### src/shared/rx_overhead_regs.vh
// Purpose: constants for the receive overhead and sync status register group
// Assumes: 32-bit AXI4-Lite bus, one register per aligned word
// Notes: register indices; byte address is four times the index
`ifndef RX_OVERHEAD_REGS_VH
`define RX_OVERHEAD_REGS_VH

// ==========================================================
// register indices
`define IDX_DS0_MONITOR 10'h060
`define IDX_FW_REVISION 10'h061
`define IDX_DATA_LINK 10'h062
`define IDX_BIT_CODE 10'h063
`define IDX_LINK_1 10'h064
`define IDX_LINK_2 10'h065
`define IDX_LINK_3 10'h066

// ==========================================================
// address decode
`define ADDR_W 12
`define IDX_HI 11
`define IDX_LO 2

// ==========================================================
// reset values and field limits
`define BYTE_RESET 8'h00
`define CNT_RESET 6'h00
`define CNT_MAX 6'h3F
`define CNT_ONE 6'h01
`define FW_REV_DEFAULT 8'h00
`define UPPER_ZERO 24'h000000
`define BOC_PAD 2'h0
`define FLAGS_RESET 3'h0

// ==========================================================
// bus response codes
`define RESP_OKAY 2'h0
`define RESP_SLVERR 2'h2

`endif

### src/verilog/rx_overhead_status_regs.v
// Purpose: receive overhead capture and E1 sync search status registers
// Assumes: framer core delivers bits, strobes and search flags on aclk
// Notes: every register is read-only; writes answer OKAY in the mapped range, SLVERR elsewhere, and change nothing
//
// The implementer's own choice: register access over AXI4-Lite.
`timescale 1ns/100ps
`include "rx_overhead_regs.vh"

module rx_overhead_status_regs #(
   parameter [7:0] FW_REV = `FW_REV_DEFAULT
) (
   input wire aclk,
   input wire aresetn,
   input wire e1_mode,
   input wire d4_mode,
   input wire crc4_enable,
   input wire ds0_bit,
   input wire ds0_bit_stb,
   input wire ds0_byte_end,
   input wire data_link_bit,
   input wire data_link_stb,
   input wire data_link_byte_end,
   input wire multiframe_boundary,
   input wire crc_search_timeout,
   input wire crc_multiframe_sync,
   input wire crc_multiframe_search_active,
   input wire signaling_multiframe_search_active,
   input wire frame_align_search_active,
   input wire bit_code_valid,
   input wire [5:0] bit_code_field,
   input wire loop_carrier_update,
   input wire [23:0] loop_carrier_word,
   input wire [7:0] ts0_byte,
   input wire align_frame_stb,
   input wire non_align_frame_stb,
   input wire [`ADDR_W-1:0] s_axi_awaddr,
   input wire s_axi_awvalid,
   output reg s_axi_awready,
   input wire [31:0] s_axi_wdata,
   input wire [3:0] s_axi_wstrb,
   input wire s_axi_wvalid,
   output reg s_axi_wready,
   output reg [1:0] s_axi_bresp,
   output reg s_axi_bvalid,
   input wire s_axi_bready,
   input wire [`ADDR_W-1:0] s_axi_araddr,
   input wire s_axi_arvalid,
   output reg s_axi_arready,
   output reg [31:0] s_axi_rdata,
   output reg [1:0] s_axi_rresp,
   output reg s_axi_rvalid,
   input wire s_axi_rready
);

   // ==========================================================
   // capture state
   reg [7:0] ds0_shift_r;
   reg [7:0] ds0_monitor_byte_r;
   reg [7:0] link_shift_r;
   reg [7:0] data_link_bits_r;
   reg [5:0] crc_sync_search_count_r;
   reg [5:0] crc_sync_search_count_nxt;
   reg [2:0] search_flags_r;
   reg [5:0] bit_code_r;
   reg [23:0] loop_carrier_r;
   reg [7:0] align_frame_r;
   reg [7:0] non_align_frame_r;
   wire [7:0] sync_status;

   // ==========================================================
   // DS0 monitor: bits arrive first-to-last, so shift toward the MSB
   always @(posedge aclk) begin
      if (!aresetn) begin
         ds0_shift_r <= `BYTE_RESET;
         ds0_monitor_byte_r <= `BYTE_RESET;
      end else begin
         if (ds0_bit_stb) begin
            ds0_shift_r <= {ds0_shift_r[6:0], ds0_bit};
         end
         // the last bit may land in the same cycle as the end marker
         if (ds0_byte_end) begin
            if (ds0_bit_stb) begin
               ds0_monitor_byte_r <= {ds0_shift_r[6:0], ds0_bit};
            end else begin
               ds0_monitor_byte_r <= ds0_shift_r;
            end
         end
      end
   end

   // ==========================================================
   // data link: first bit received ends up as the LSB, so shift right
   wire [7:0] link_shift_next = {data_link_bit, link_shift_r[7:1]};
   wire [7:0] link_view = data_link_stb ? link_shift_next : link_shift_r;

   always @(posedge aclk) begin
      if (!aresetn) begin
         link_shift_r <= `BYTE_RESET;
         data_link_bits_r <= `BYTE_RESET;
      end else begin
         if (data_link_stb) begin
            link_shift_r <= link_shift_next;
         end
         if (d4_mode) begin
            // six framing bits sit in the top of the shifter after six shifts
            if (multiframe_boundary) begin
               data_link_bits_r <= {`BOC_PAD, link_view[7:2]};
            end
         end else if (data_link_byte_end) begin
            data_link_bits_r <= link_view;
         end
      end
   end

   // ==========================================================
   // CRC-4 sync search counter
   always @* begin
      crc_sync_search_count_nxt = crc_sync_search_count_r;
      if (!crc4_enable) begin
         crc_sync_search_count_nxt = `CNT_RESET;
      end else if (crc_multiframe_sync) begin
         crc_sync_search_count_nxt = `CNT_RESET;
      end else if (crc_search_timeout && crc_sync_search_count_r != `CNT_MAX) begin
         // hold at the top so a long hunt is never mistaken for a short one
         crc_sync_search_count_nxt = crc_sync_search_count_r + `CNT_ONE;
      end
   end

   always @(posedge aclk) begin
      if (!aresetn) begin
         crc_sync_search_count_r <= `CNT_RESET;
         search_flags_r <= `FLAGS_RESET;
      end else begin
         crc_sync_search_count_r <= crc_sync_search_count_nxt;
         // flags follow the synchronizer every cycle, nothing is latched
         search_flags_r <= {crc_multiframe_search_active,
                            signaling_multiframe_search_active,
                            frame_align_search_active};
      end
   end

   // counter bit 1 is dropped so five visible bits still span the long hunt
   assign sync_status = {crc_sync_search_count_r[5:2], crc_sync_search_count_r[0],
                         search_flags_r};

   // ==========================================================
   // T1 code and loop carrier link, E1 timeslot 0 capture
   always @(posedge aclk) begin
      if (!aresetn) begin
         bit_code_r <= `CNT_RESET;
         loop_carrier_r <= `UPPER_ZERO;
         align_frame_r <= `BYTE_RESET;
         non_align_frame_r <= `BYTE_RESET;
      end else begin
         if (bit_code_valid) begin
            bit_code_r <= bit_code_field;
         end
         if (loop_carrier_update) begin
            loop_carrier_r <= loop_carrier_word;
         end
         if (align_frame_stb) begin
            align_frame_r <= ts0_byte;
         end
         if (non_align_frame_stb) begin
            non_align_frame_r <= ts0_byte;
         end
      end
   end

   // ==========================================================
   // read multiplexer
   wire [9:0] rd_idx = s_axi_araddr[`IDX_HI:`IDX_LO];
   reg [7:0] rd_byte;
   reg rd_hit;

   always @* begin
      rd_byte = `BYTE_RESET;
      rd_hit = 1'b1;
      case (rd_idx)
         `IDX_DS0_MONITOR: rd_byte = ds0_monitor_byte_r;
         `IDX_FW_REVISION: rd_byte = e1_mode ? FW_REV : `BYTE_RESET;
         `IDX_DATA_LINK: rd_byte = e1_mode ? sync_status : data_link_bits_r;
         `IDX_BIT_CODE: rd_byte = e1_mode ? `BYTE_RESET : {`BOC_PAD, bit_code_r};
         `IDX_LINK_1: rd_byte = e1_mode ? align_frame_r : loop_carrier_r[7:0];
         `IDX_LINK_2: rd_byte = e1_mode ? non_align_frame_r : loop_carrier_r[15:8];
         // the E1 view of this word lives in another block
         `IDX_LINK_3: rd_byte = e1_mode ? `BYTE_RESET : loop_carrier_r[23:16];
         default: rd_hit = 1'b0;
      endcase
   end

   // ==========================================================
   // AXI4-Lite read channel: one read in flight, answered the cycle after the take
   localparam [1:0] RD_IDLE = 2'b01;
   localparam [1:0] RD_RESP = 2'b10;
   reg [1:0] rd_state_r;
   reg [1:0] rd_state_nxt;
   wire ar_take = s_axi_arvalid && s_axi_arready;

   always @* begin
      rd_state_nxt = rd_state_r;
      case (rd_state_r)
         RD_IDLE: begin
            if (ar_take) begin
               rd_state_nxt = RD_RESP;
            end
         end
         RD_RESP: begin
            if (s_axi_rready) begin
               rd_state_nxt = RD_IDLE;
            end
         end
         default: begin
            rd_state_nxt = RD_IDLE;
         end
      endcase
   end

   always @(posedge aclk) begin
      if (!aresetn) begin
         rd_state_r <= RD_IDLE;
         s_axi_arready <= 1'b1;
         s_axi_rvalid <= 1'b0;
         s_axi_rdata <= {`UPPER_ZERO, `BYTE_RESET};
         s_axi_rresp <= `RESP_OKAY;
      end else begin
         rd_state_r <= rd_state_nxt;
         if (rd_state_r == RD_RESP) begin
            if (s_axi_rready) begin
               s_axi_rvalid <= 1'b0;
               s_axi_arready <= 1'b1;
            end
         end else if (ar_take) begin
            s_axi_arready <= 1'b0;
            s_axi_rvalid <= 1'b1;
            s_axi_rdata <= {`UPPER_ZERO, rd_byte};
            s_axi_rresp <= rd_hit ? `RESP_OKAY : `RESP_SLVERR;
         end
      end
   end

   // ==========================================================
   // AXI4-Lite write channel: decoded only to choose the response
   // address and data may land in either order, so each has a waiting state
   localparam [4:0] WR_IDLE = 5'b00001;
   localparam [4:0] WR_ADDR = 5'b00010;
   localparam [4:0] WR_DATA = 5'b00100;
   localparam [4:0] WR_BOTH = 5'b01000;
   localparam [4:0] WR_RESP = 5'b10000;
   reg [4:0] wr_state_r;
   reg [4:0] wr_state_nxt;
   reg aw_hit_r;
   wire [9:0] wr_idx = s_axi_awaddr[`IDX_HI:`IDX_LO];
   wire wr_hit = (wr_idx >= `IDX_DS0_MONITOR) && (wr_idx <= `IDX_LINK_3);
   wire aw_take = s_axi_awvalid && s_axi_awready;
   wire w_take = s_axi_wvalid && s_axi_wready;

   always @* begin
      wr_state_nxt = wr_state_r;
      case (wr_state_r)
         WR_IDLE: begin
            if (aw_take && w_take) begin
               wr_state_nxt = WR_BOTH;
            end else if (aw_take) begin
               wr_state_nxt = WR_ADDR;
            end else if (w_take) begin
               wr_state_nxt = WR_DATA;
            end
         end
         WR_ADDR: begin
            if (w_take) begin
               wr_state_nxt = WR_BOTH;
            end
         end
         WR_DATA: begin
            if (aw_take) begin
               wr_state_nxt = WR_BOTH;
            end
         end
         WR_BOTH: begin
            wr_state_nxt = WR_RESP;
         end
         WR_RESP: begin
            if (s_axi_bready) begin
               wr_state_nxt = WR_IDLE;
            end
         end
         default: begin
            wr_state_nxt = WR_IDLE;
         end
      endcase
   end

   always @(posedge aclk) begin
      if (!aresetn) begin
         wr_state_r <= WR_IDLE;
         s_axi_awready <= 1'b1;
         s_axi_wready <= 1'b1;
         s_axi_bvalid <= 1'b0;
         s_axi_bresp <= `RESP_OKAY;
         aw_hit_r <= 1'b0;
      end else begin
         wr_state_r <= wr_state_nxt;
         if (aw_take) begin
            s_axi_awready <= 1'b0;
            aw_hit_r <= wr_hit;
         end
         if (w_take) begin
            s_axi_wready <= 1'b0;
         end
         if (wr_state_r == WR_BOTH) begin
            // contents never change on a write
            s_axi_bvalid <= 1'b1;
            s_axi_bresp <= aw_hit_r ? `RESP_OKAY : `RESP_SLVERR;
         end
         if (wr_state_r == WR_RESP && s_axi_bready) begin
            s_axi_bvalid <= 1'b0;
            s_axi_awready <= 1'b1;
            s_axi_wready <= 1'b1;
         end
      end
   end

endmodule
### config.mk
export PLATFORM = sky130hd
export DESIGN_NAME = rx_overhead_status_regs
export DESIGN_NICKNAME = d
export VERILOG_FILES = /design/src/verilog/rx_overhead_status_regs.v
export VERILOG_INCLUDE_DIRS = /design/src /design/src/shared
export SDC_FILE = /design/constraint.sdc
export NUM_CORES = 1
export LEC_CHECK = 0
export BUFFER_PORTS_ARGS = -buffer_cell sky130_fd_sc_hd__buf_2
export CAP_MARGIN = 40
export CORE_ASPECT_RATIO = 0.8
export CORE_UTILIZATION = 46
export CTS_CLUSTER_DIAMETER = 200
export DETAILED_ROUTE_END_ITERATION = 16
export PLACE_DENSITY = 0.86
export SETUP_SLACK_MARGIN = 0.3
export SLEW_MARGIN = 5
export SYNTH_ARGS = -nofsm -noshare
export SYNTH_HDL_FRONTEND = slang
export SYNTH_SLANG_ARGS = --single-unit
### constraint.sdc
create_clock -name aclk -period 1.3 [get_ports aclk]
set_input_delay 0.325 -clock aclk [delete_from_list [all_inputs] [get_ports aclk]]
set_output_delay 0.325 -clock aclk [all_outputs]
set_load 0.01 [all_outputs]
==> impl_metrics.yaml, run 1 <==
run_status:
  outcome: "finished with violations"
  violations: "setup timing"
global_routing:
  grt_max_degree: 53
  grt_pass1_wl_mm: 23.0
  grt_use_total_pct: 26.6
  antenna_found_initial: 1
  overflow: 0
  first_global_vias: 4577
cts:
  cts.clk_slew.worst_paths_ns: 0.08
  htree_levels: 3
  cts_root_buf: "clkbuf_16"
  tritoncts: "done"
  cts_made_buffers: 9
  clk_path_buf_depth: 2
  clock_latency_ns: 0.36
  cts_sinks: 110
floorplanning:
  fp.dieW_um: 118
  io_pins: 165
  die_h_um: 95.0
  coreArea_sq_um: 10400
  rows: 33
  initial_core_util_pct: 48.0
  die_area_sq_um: 11200
worst_setup_path:
  worst-setup-path-type: "flop to flop"
  worst_r2r_path_depth: 5
  start_kind: "flop"
  critPathMaxFanout: 7
  arrival_ns: 1.70
  r2r-start: "wr_state_r[2]"
  regToRegEndpoint: "wr_state_r[0]"
  ff2ff_setup_slack_ns: -0.17
  worstPathRequired_ns: 1.53
  critPathCaptureType: "flop"
timing:
  fin_ws_ns: -0.168
  slew_violations: 0
  period_needed_ns: 1.47
  final.setup.tns_ns: -0.656
  fin_crit_sh_pct: 113
  setup_viol: 8
  skew_ns: 0.0104
  hold_violations: 0
  rsz0062_at_grt: "true"
  fmax_mhz: 681
hold_path:
  hp-start: "signaling_multiframe_search_active"
  hold_path_end: "search_flags_r[1]"
  min_path_cells: 2
  hold_class: "input port to flop"
logic_synthesis:
  synth_cell_types: 55
  synth_seq_cells: 110
  synthArstFlopShare_pct: 0
  avgSynthCellArea_sq_um: 9.16
  ys_warn_count: 0
  ys_seq_area_share_pct: 44.3
  synth-edff-count: 0
  postSynthCellCount: 543
  ys.flop_type: "dfxtp_1"
  syn_area_sq_um: 4970
routing:
  routedWlPerCell_um: 20.6
  drt_iter0_drc: 408
  wl_mm: 17.2
  drt-vias-per-instance: 5.98
  firstDrtPassIters: 7
  antenna_left: 0
  drc: 0
  vias: 4967
final_layout:
  multiInputGateArea_sq_um: 2880
  stdcell_area_sq_um: 6870
  regArea_sq_um: 2260
  fill_cells: 665
  final_cell_mix: "nor2_1, buf_2, mux2i_1, dfxtp_1, buf_4"
  area_growth_pct: 38.1
  layout-drive-gt1-share_pct: 41.6
  layout_commonest_cell: "nor2_1"
  nets: 811
  fin_cells: 831
power_and_ir_drop:
  powerDensity_nw_per_um2: 1160
  power_uw: 7980
  p_leak_uw: 0.00306
  vdd_drop_max_mv: 0.591
placement:
  pre_cts_ws_ns: -0.303
  gp_congestion: 0.887
  dp_cells: 786
  placed_area_sq_um: 5840
  dpl.hpwl_mm: 9.34
  port_buffers: 98
job:
  cap_violations: 0
power breakdown:
part | internal, uW | total, uW | switching, uW
clock network | 1540 | 2820 | 1280
logic | 703 | 1460 | 757
registers | 3550 | 3710 | 153
layout make-up:
| type | instances | area share [%] |
|---|---|---|
| Clock inverter | 4 | 0.674 |
| Clock buffer | 11 | 3.53 |
| Antenna cell | 1 | 0.0364 |
| Tap cell | 140 | 2.55 |
| Timing Repair Buffer | 167 | 18.0 |
| Inverter | 7 | 0.383 |
| Sequential cell | 110 | 32.9 |
| Multi-Input combinational cell | 391 | 41.9 |
Yosys cell counts, types with 6 or more instances:
cell,number,share of area [%]
a211oi_1,9,1.4
a21oi_1,16,1.6
a31oi_1,8,1.0
and2_1,7,0.88
buf_2,10,1.0
buf_4,29,4.4
clkbuf_1,19,1.4
dfxtp_1,110,44
inv_1,6,0.45
mux2i_1,79,16
nand2_1,40,3.0
nand2b_1,6,0.75
nor2_1,90,6.8
o211ai_1,11,1.7
o21ai_0,28,2.8
worst max-delay path: stages (launching register included):
cell	delay (ns)
dfxtp_4	0.40
nor2b_1	0.15
a2bb2oi_1	0.11
or3_1	0.36
a21oi_2	0.19
o311ai_2	0.13
metal layers:
| metal | vias up | GRT usage (%) | share of wire (%) |
|---|---|---|---|
| li1 | 2130 | - | - |
| met1 | 2311 | 30.4 | 37 |
| met2 | 396 | 46.2 | 47 |
| met5 | - | 0 | 0 |
| met4 | 0 | 16.8 | 6.9 |
| met3 | 130 | 5.31 | 9.1 |
registers in the layout (all words and copies together), names as in the netlist, 2 cells and up:
signal / cells
loop_carrier_r: 24
link_shift_r: 8
ds0_monitor_byte_r: 8
align_frame_r: 8
bit_code_r: 6
non_align_frame_r: 8
wr_state_r: 5
crc_sync_search_count_r: 6
data_link_bits_r: 8
search_flags_r: 3
s_axi_rdata: 8
rd_state_r: 2
ds0_shift_r: 8
how the worst max path moves through the flow:
stage | startpoint | to | slack, ns
final | wr_state_r[2] | wr_state_r[0] | -0.17
after global routing | wr_state_r[2] | wr_state_r[0] | -0.22
after CTS | wr_state_r[2] | wr_state_r[0] | -0.06
after detailed placement | e1_mode | s_axi_rdata[3] | -0.30
after global placement | e1_mode | s_axi_rdata[3] | -0.28
after floorplan | s_axi_araddr[2] | s_axi_rdata[7] | -0.12
stage by stage:
| stage | util [%] | hold WS [ns] |
|---|---|---|
| after floorplan | - | 0.418 |
| after global placement | 56.3 | 0.440 |
| after detailed placement | 56.3 | 0.449 |
| after CTS | 63.4 | 0.190 |
| after global routing | 66.3 | 0.195 |
| final | 66.3 | 0.182 |
what timing repair did:
item | in CTS | in global routing
buffers inserted | 15 | 13
gates resized for setup | 82 | 58
gates cloned | 1 | 0
setup endpoints to repair | 43 | 47
hold buffers | 0 | 0
pin swaps | 26 | 22
logic make-up after synthesis:
logic type	after synthesis	share of synthesized area [%]
DFF	110	44.3
AOI/OAI and AO/OA	90	11.5
and+or+nand+nor	180	16.9
muxes	86	17.9
other	1	0.0754
xor gates and xnor gates	7	1.23
adders and majority gates	1	0.252
buffers and inverters	68	7.75
Power figures use the tool's default switching activity.
==> inputs of run 2 (changes only) <==
==> constraint.sdc (replaced) <==
create_clock -name aclk -period 1.3 [get_ports aclk]
set_input_delay 0.325 -clock aclk [delete_from_list [all_inputs] [get_ports aclk]]
set_output_delay 0.325 -clock aclk [all_outputs]
set_load 0.05 [all_outputs]
==> run 2 against run 1 <==
  * The flow still finishes with violations (setup timing)
  * Clock-buffer cell count down 1
  * Worst hold slack better by 0.0023 ns
  * Die area unchanged
  * Final cell count down 1.4%
  * Register-to-register slack better by 0.04 ns
  * Core utilization down 0.92 points
  * Non-clock buffer count down 11
  * Critical path type is now input port to flop
==> impl_metrics.yaml, run 2 (same netlist as run 1, synthesis figures left out) <==
run_status:
  outcome: "finished with violations"
  violations: "setup timing"
global_routing:
  grt_use_total_pct: 26.4
  grt_max_degree: 56
  antenna_found_initial: 0
  overflow: 0
  grt_pass1_wl_mm: 23.1
  first_global_vias: 4611
routing:
  routedWlPerCell_um: 21.1
  drt_iter0_drc: 591
  antenna_left: 0
  vias: 4906
  drt-vias-per-instance: 5.99
  wl_mm: 17.3
  drc: 0
  firstDrtPassIters: 5
floorplanning:
  fp.dieW_um: 118
  initial_core_util_pct: 48.0
  coreArea_sq_um: 10400
  io_pins: 165
  rows: 33
  die_h_um: 95.0
  die_area_sq_um: 11200
final_layout:
  top_register: "loop_carrier_r"
  fin_cells: 819
  nets: 800
  layout_commonest_cell: "nor2_1"
  area_growth_pct: 36.2
  multiInputGateArea_sq_um: 2840
  layout-drive-gt1-share_pct: 39.2
  final_cell_mix: "nor2_1, dfxtp_1, buf_2, mux2i_1, buf_4"
  fill_cells: 699
  regArea_sq_um: 2260
  largest_reg_flops: 24
  finish.utilization_pct: 65.3
  antenna_cells: 0
worst_setup_path:
  cp_top_family: "simple AND/OR/NAND/NOR gates"
  cpMostUsedCell: "buf_6"
  critPathMaxFanout: 8
  crit_chain: "buf_6 -> and4bb_2 -> nand2_4 -> buf_6 -> nor2_4 -> o211ai_1 -> a31oi_1"
  worstPathRequired_ns: 1.54
  path_buf_inv: 2
  start_kind: "input port"
  arrival_ns: 1.77
  critPathCaptureType: "flop"
  worst-setup-path-type: "input port to flop"
  slowest_stage: "a31oi_1"
  slowest_delay_ns: 0.36
cts:
  htree_levels: 3
  cts_sinks: 110
  cts_made_buffers: 9
  clk_path_buf_depth: 2
  cts_root_buf: "clkbuf_16"
  clock_latency_ns: 0.36
  cts.clk_slew.worst_paths_ns: 0.07
  tritoncts: "done"
  ctsHoldBuffers: 0
hold_path:
  hold_class: "input port to flop"
timing:
  period_needed_ns: 1.54
  setup_viol: 11
  hold_slack_ns: 0.185
  fin_ws_ns: -0.235
  skew_ns: 0.0112
  slew_violations: 0
  hold_violations: 0
  fmax_mhz: 651
  fin_crit_sh_pct: 118
  rsz0062_at_grt: "true"
power_and_ir_drop:
  clkPwrFrac_pct: 33.6
  power_switching_share_pct: 29.9
  powerDensity_nw_per_um2: 1190
  vdd_drop_max_mv: 0.604
  p_leak_uw: 0.00300
  p_int_uw: 5640
  pwr-share-seq_pct: 46.1
  combPwrFrac_pct: 20.3
  netSwitchingPower_uw: 2400
placement:
  dp_cells: 781
  dpl.hpwl_mm: 9.40
  gp_congestion: 0.872
  port_buffers: 98
job:
  cap_violations: 0
## run 2: worst reg2reg max path, cell delays in order (launching register included)
cell and delay (ns):
dfxtp_1 0.35, mux4_2 0.54, a221oi_4 0.32, a21oi_2 0.11
## run 2: power groups by stage
stage	Combinational, uW	Clock, uW	Sequential [uW]
2_1_floorplan	898	0	3800
3_3_place_gp	1240	0	3730
3_5_place_dp	1280	0	3740
4_1_cts	1460	2620	3690
5_1_grt	1710	2840	3720
6_report	1630	2700	3710
## run 2: final cells by class
type | count | share of cell area, %
Multi-Input combinational cell | 391 | 42.0
Timing Repair Buffer | 156 | 17.5
Clock inverter | 5 | 0.480
Tap cell | 140 | 2.59
Inverter | 7 | 0.388
Sequential cell | 110 | 33.3
Clock buffer | 10 | 3.70
## run 2: final timing paths
path                       start                   to  slack (ns)  cells past startpoint
max              s_axi_araddr[9]       s_axi_rdata[4]       -0.24                      7
max reg2reg   loop_carrier_r[14]       s_axi_rdata[6]       -0.13                      3
min reg2reg  data_link_bits_r[1]  data_link_bits_r[1]        0.48                      2
min                s_axi_awvalid        s_axi_awready        0.18                      2
## run 2: metal layers
metal	global-route usage (%)	up-vias	wire length (um)
li1	-	2095	-
met1	30.0	2310	6350
met2	45.5	368	8030
met3	6.28	133	1640
met4	15.9	0	1240
met5	0	-	0
## run 2: what timing repair did
item,in CTS,in global routing
pin swaps,26,30
setup endpoints to repair,41,46
gates cloned,1,0
resized for setup,104,42
buffers inserted,15,7
## run 2: per-stage QoR
step,power (uW),setup TNS [ns],cell area [sq um],worst slack (ns)
after floorplan,4700,-0.225,5260,-0.119
after global placement,4970,-1.66,5800,-0.234
after detailed placement,5020,-2.03,5800,-0.264
after CTS,7770,-0.108,6530,-0.0703
after global routing,8270,-0.953,6770,-0.209
final,8040,-0.830,6770,-0.235
==> inputs of run 3 (changes only) <==
- ABC_AREA: default -> 1
- PLACE_DENSITY: 0.86 -> 0.85
==> run 3 against run 2 <==
  * The flow now finishes without violations
  * Largest cell class unchanged
  * Via count grew 12%
  * Clock-buffer cell count grew 1
  * Wire length shrank 10%
  * Non-clock buffer count is the same
  * Clock skew is essentially flat
  * Highest routed layer unchanged
  * Synthesized area grew 3.4%
  * Final area grew 2.2%
  * Total power grew 2.6%
  * Register-to-register slack gained 0.20 ns
  * Maximum frequency grew 25%
==> impl_metrics.yaml, run 3 <==
worst_setup_path:
  worstPathRequired_ns: 1.57
  worst_r2r_path_depth: 6
  crit_chain: "inv_2 -> a21oi_4 -> buf_6 -> buf_6 -> o21ai_0 -> a21oi_1"
  critPathCaptureType: "flop"
  regToRegEndpoint: "s_axi_rdata[4]"
  ff2ff_setup_slack_ns: 0.07
  crit_start: "rd_state_r[0]"
  slowest_stage: "dfxtp_1"
  arrival_ns: 1.50
  slowest_delay_ns: 0.34
  cp_top_family: "compound AO/OA/AOI/OAI gates"
  cpMostUsedCell: "buf_6"
  start_kind: "flop"
  critPathMaxFanout: 4
  path_buf_inv: 3
  r2r-start: "rd_state_r[0]"
  worst-setup-path-type: "flop to flop"
power_and_ir_drop:
  powerDensity_nw_per_um2: 1190
  vdd_drop_max_mv: 0.704
  p_leak_uw: 0.00326
final_layout:
  area_growth_pct: 34.6
  final_cell_mix: "nand2_1, dfxtp_1, nor2_1, buf_2, o21ai_0"
  top_register: "loop_carrier_r"
  nets: 990
  antenna_cells: 0
  layout_commonest_cell: "nand2_1"
  fill_cells: 905
  finish.utilization_pct: 63.5
  layout-drive-gt1-share_pct: 32.3
  stdcell_area_sq_um: 6920
  largest_reg_flops: 24
logic_synthesis:
  yosysMostFrequentCell: "nand2_1"
  synth-edff-count: 0
  synth_seq_cells: 110
  ys_warn_count: 0
  ys_seq_area_share_pct: 42.8
  synth_cell_types: 33
  postSynthCellCount: 728
  syn_area_sq_um: 5140
  avgSynthCellArea_sq_um: 7.06
  yosys.area.top_type: "dfxtp_1"
  synth_commonest_cells: "nand2_1, dfxtp_1, o21ai_0, nor2_1, inv_1"
  ys.flop_type: "dfxtp_1"
  synth.area.top_cells: "dfxtp_1, o21ai_0, nand2_1, nor2_1, inv_1"
  synthArstFlopShare_pct: 0
  synth_top_area_share_pct: 42.8
global_routing:
  grt_max_degree: 49
  grt_use_total_pct: 25.1
  overflow: 0
  antenna_found_initial: 0
  first_global_vias: 4782
  grt_pass1_wl_mm: 22.7
hold_path:
  hold_class: "input port to flop"
  min_path_cells: 3
  hp-start: "signaling_multiframe_search_active"
  hold_path_end: "search_flags_r[1]"
cts:
  clock_latency_ns: 0.36
  htree_levels: 3
  ctsHoldBuffers: 0
  tritoncts: "done"
  cts_sinks: 110
  clk_path_buf_depth: 2
  cts.clk_slew.worst_paths_ns: 0.07
  cts_root_buf: "clkbuf_16"
  cts_made_buffers: 9
timing:
  period_needed_ns: 1.23
  slew_violations: 0
  skew_ns: 0.0112
  fin_crit_sh_pct: 94.7
  setup_viol: 0
  hold_violations: 0
  fmax_mhz: 813
  rsz0062_at_grt: "true"
routing:
  drt_iter0_drc: 624
  drt-vias-per-instance: 5.44
  drc: 0
  antenna_left: 0
  vias: 5514
  wl_mm: 15.5
  firstDrtPassIters: 8
  routedWlPerCell_um: 15.3
floorplanning:
  rows: 34
  io_pins: 165
  die_h_um: 96.6
  initial_core_util_pct: 47.2
  fp.dieW_um: 120
  coreArea_sq_um: 10900
  die_area_sq_um: 11600
placement:
  placed_area_sq_um: 5930
  dpl.hpwl_mm: 9.31
  port_buffers: 98
  gp_congestion: 0.836
job:
  cap_violations: 0
run_status:
  outcome: "complete, no violations"
-- run 3: layout make-up --
type	instances	area (sq um)	share of cell area (%)
clock inverters	5	41.3	0.597
inverters	87	342	4.94
multi-input cells	501	2680	38.7
well taps	144	180	2.60
flip-flops and latches	110	2260	32.6
clock buffers	11	243	3.51
repair buffers	156	1180	17.1
-- run 3: cells by family after synthesis --
logic type	after synthesis	share of synthesized area, %
and+or+nand+nor	288	24.2
AOI/OAI and AO/OA	173	17.5
buffers and inverters	145	13.2
DFF	110	42.8
muxes	9	1.75
adders and majority gates	1	0.243
other	1	0.0729
xor gates and xnor gates	1	0.170
-- run 3: worst max path at each step --
stage	endpoint	slack [ns]	depth (start not counted)
after floorplan	s_axi_rdata[1]	0.15	6
after global routing	s_axi_rresp[1]	-0.01	6
final	s_axi_rdata[4]	0.07	6
after detailed placement	s_axi_rdata[5]	-0.12	7
after global placement	s_axi_rdata[4]	-0.07	7
after CTS	crc_sync_search_count_r[3]	0.08	9
-- run 3: where the power goes --
group	internal, uW	leakage, uW	switching [uW]
registers	3610	0.000919	165
logic	686	0.00221	1160
clock network	1370	0.000133	1260
-- run 3: stage by stage --
stage                     hold WS [ns]  setup slack, ns  power (uW)  std cells  setup TNS [ns]
after detailed placement         0.425           -0.120        5280        964          -0.806
after global placement           0.419          -0.0701        5220        964          -0.475
after global routing             0.204          -0.0116        8600       1014         -0.0226
after CTS                        0.164           0.0804        8100       1003               0
final                            0.193           0.0693        8250       1014               0
after floorplan                  0.406            0.151        4910        753               0
-- run 3: worst min-delay path, cell delays in order --
cell and delay, ns:
buf_2 0.08, nand2_1 0.05, inv_1 0.05
-- run 3: metal layers --
metal | up-vias | routed length (um) | GRT usage (%)
li1 | 2582 | - | -
met1 | 2560 | 6280 | 31.3
met2 | 311 | 7490 | 41.6
met3 | 61 | 1170 | 5.46
met4 | 0 | 547 | 12.2
met5 | - | 0 | 0
-- run 3: repair_timing --
| action | 4_1_cts | 5_1_grt |
|---|---|---|
| pin swaps | 34 | 17 |
| gates cloned | 6 | 0 |
| setup buffers | 17 | 11 |
| resized for setup | 107 | 41 |
| setup endpoints to repair | 40 | 51 |
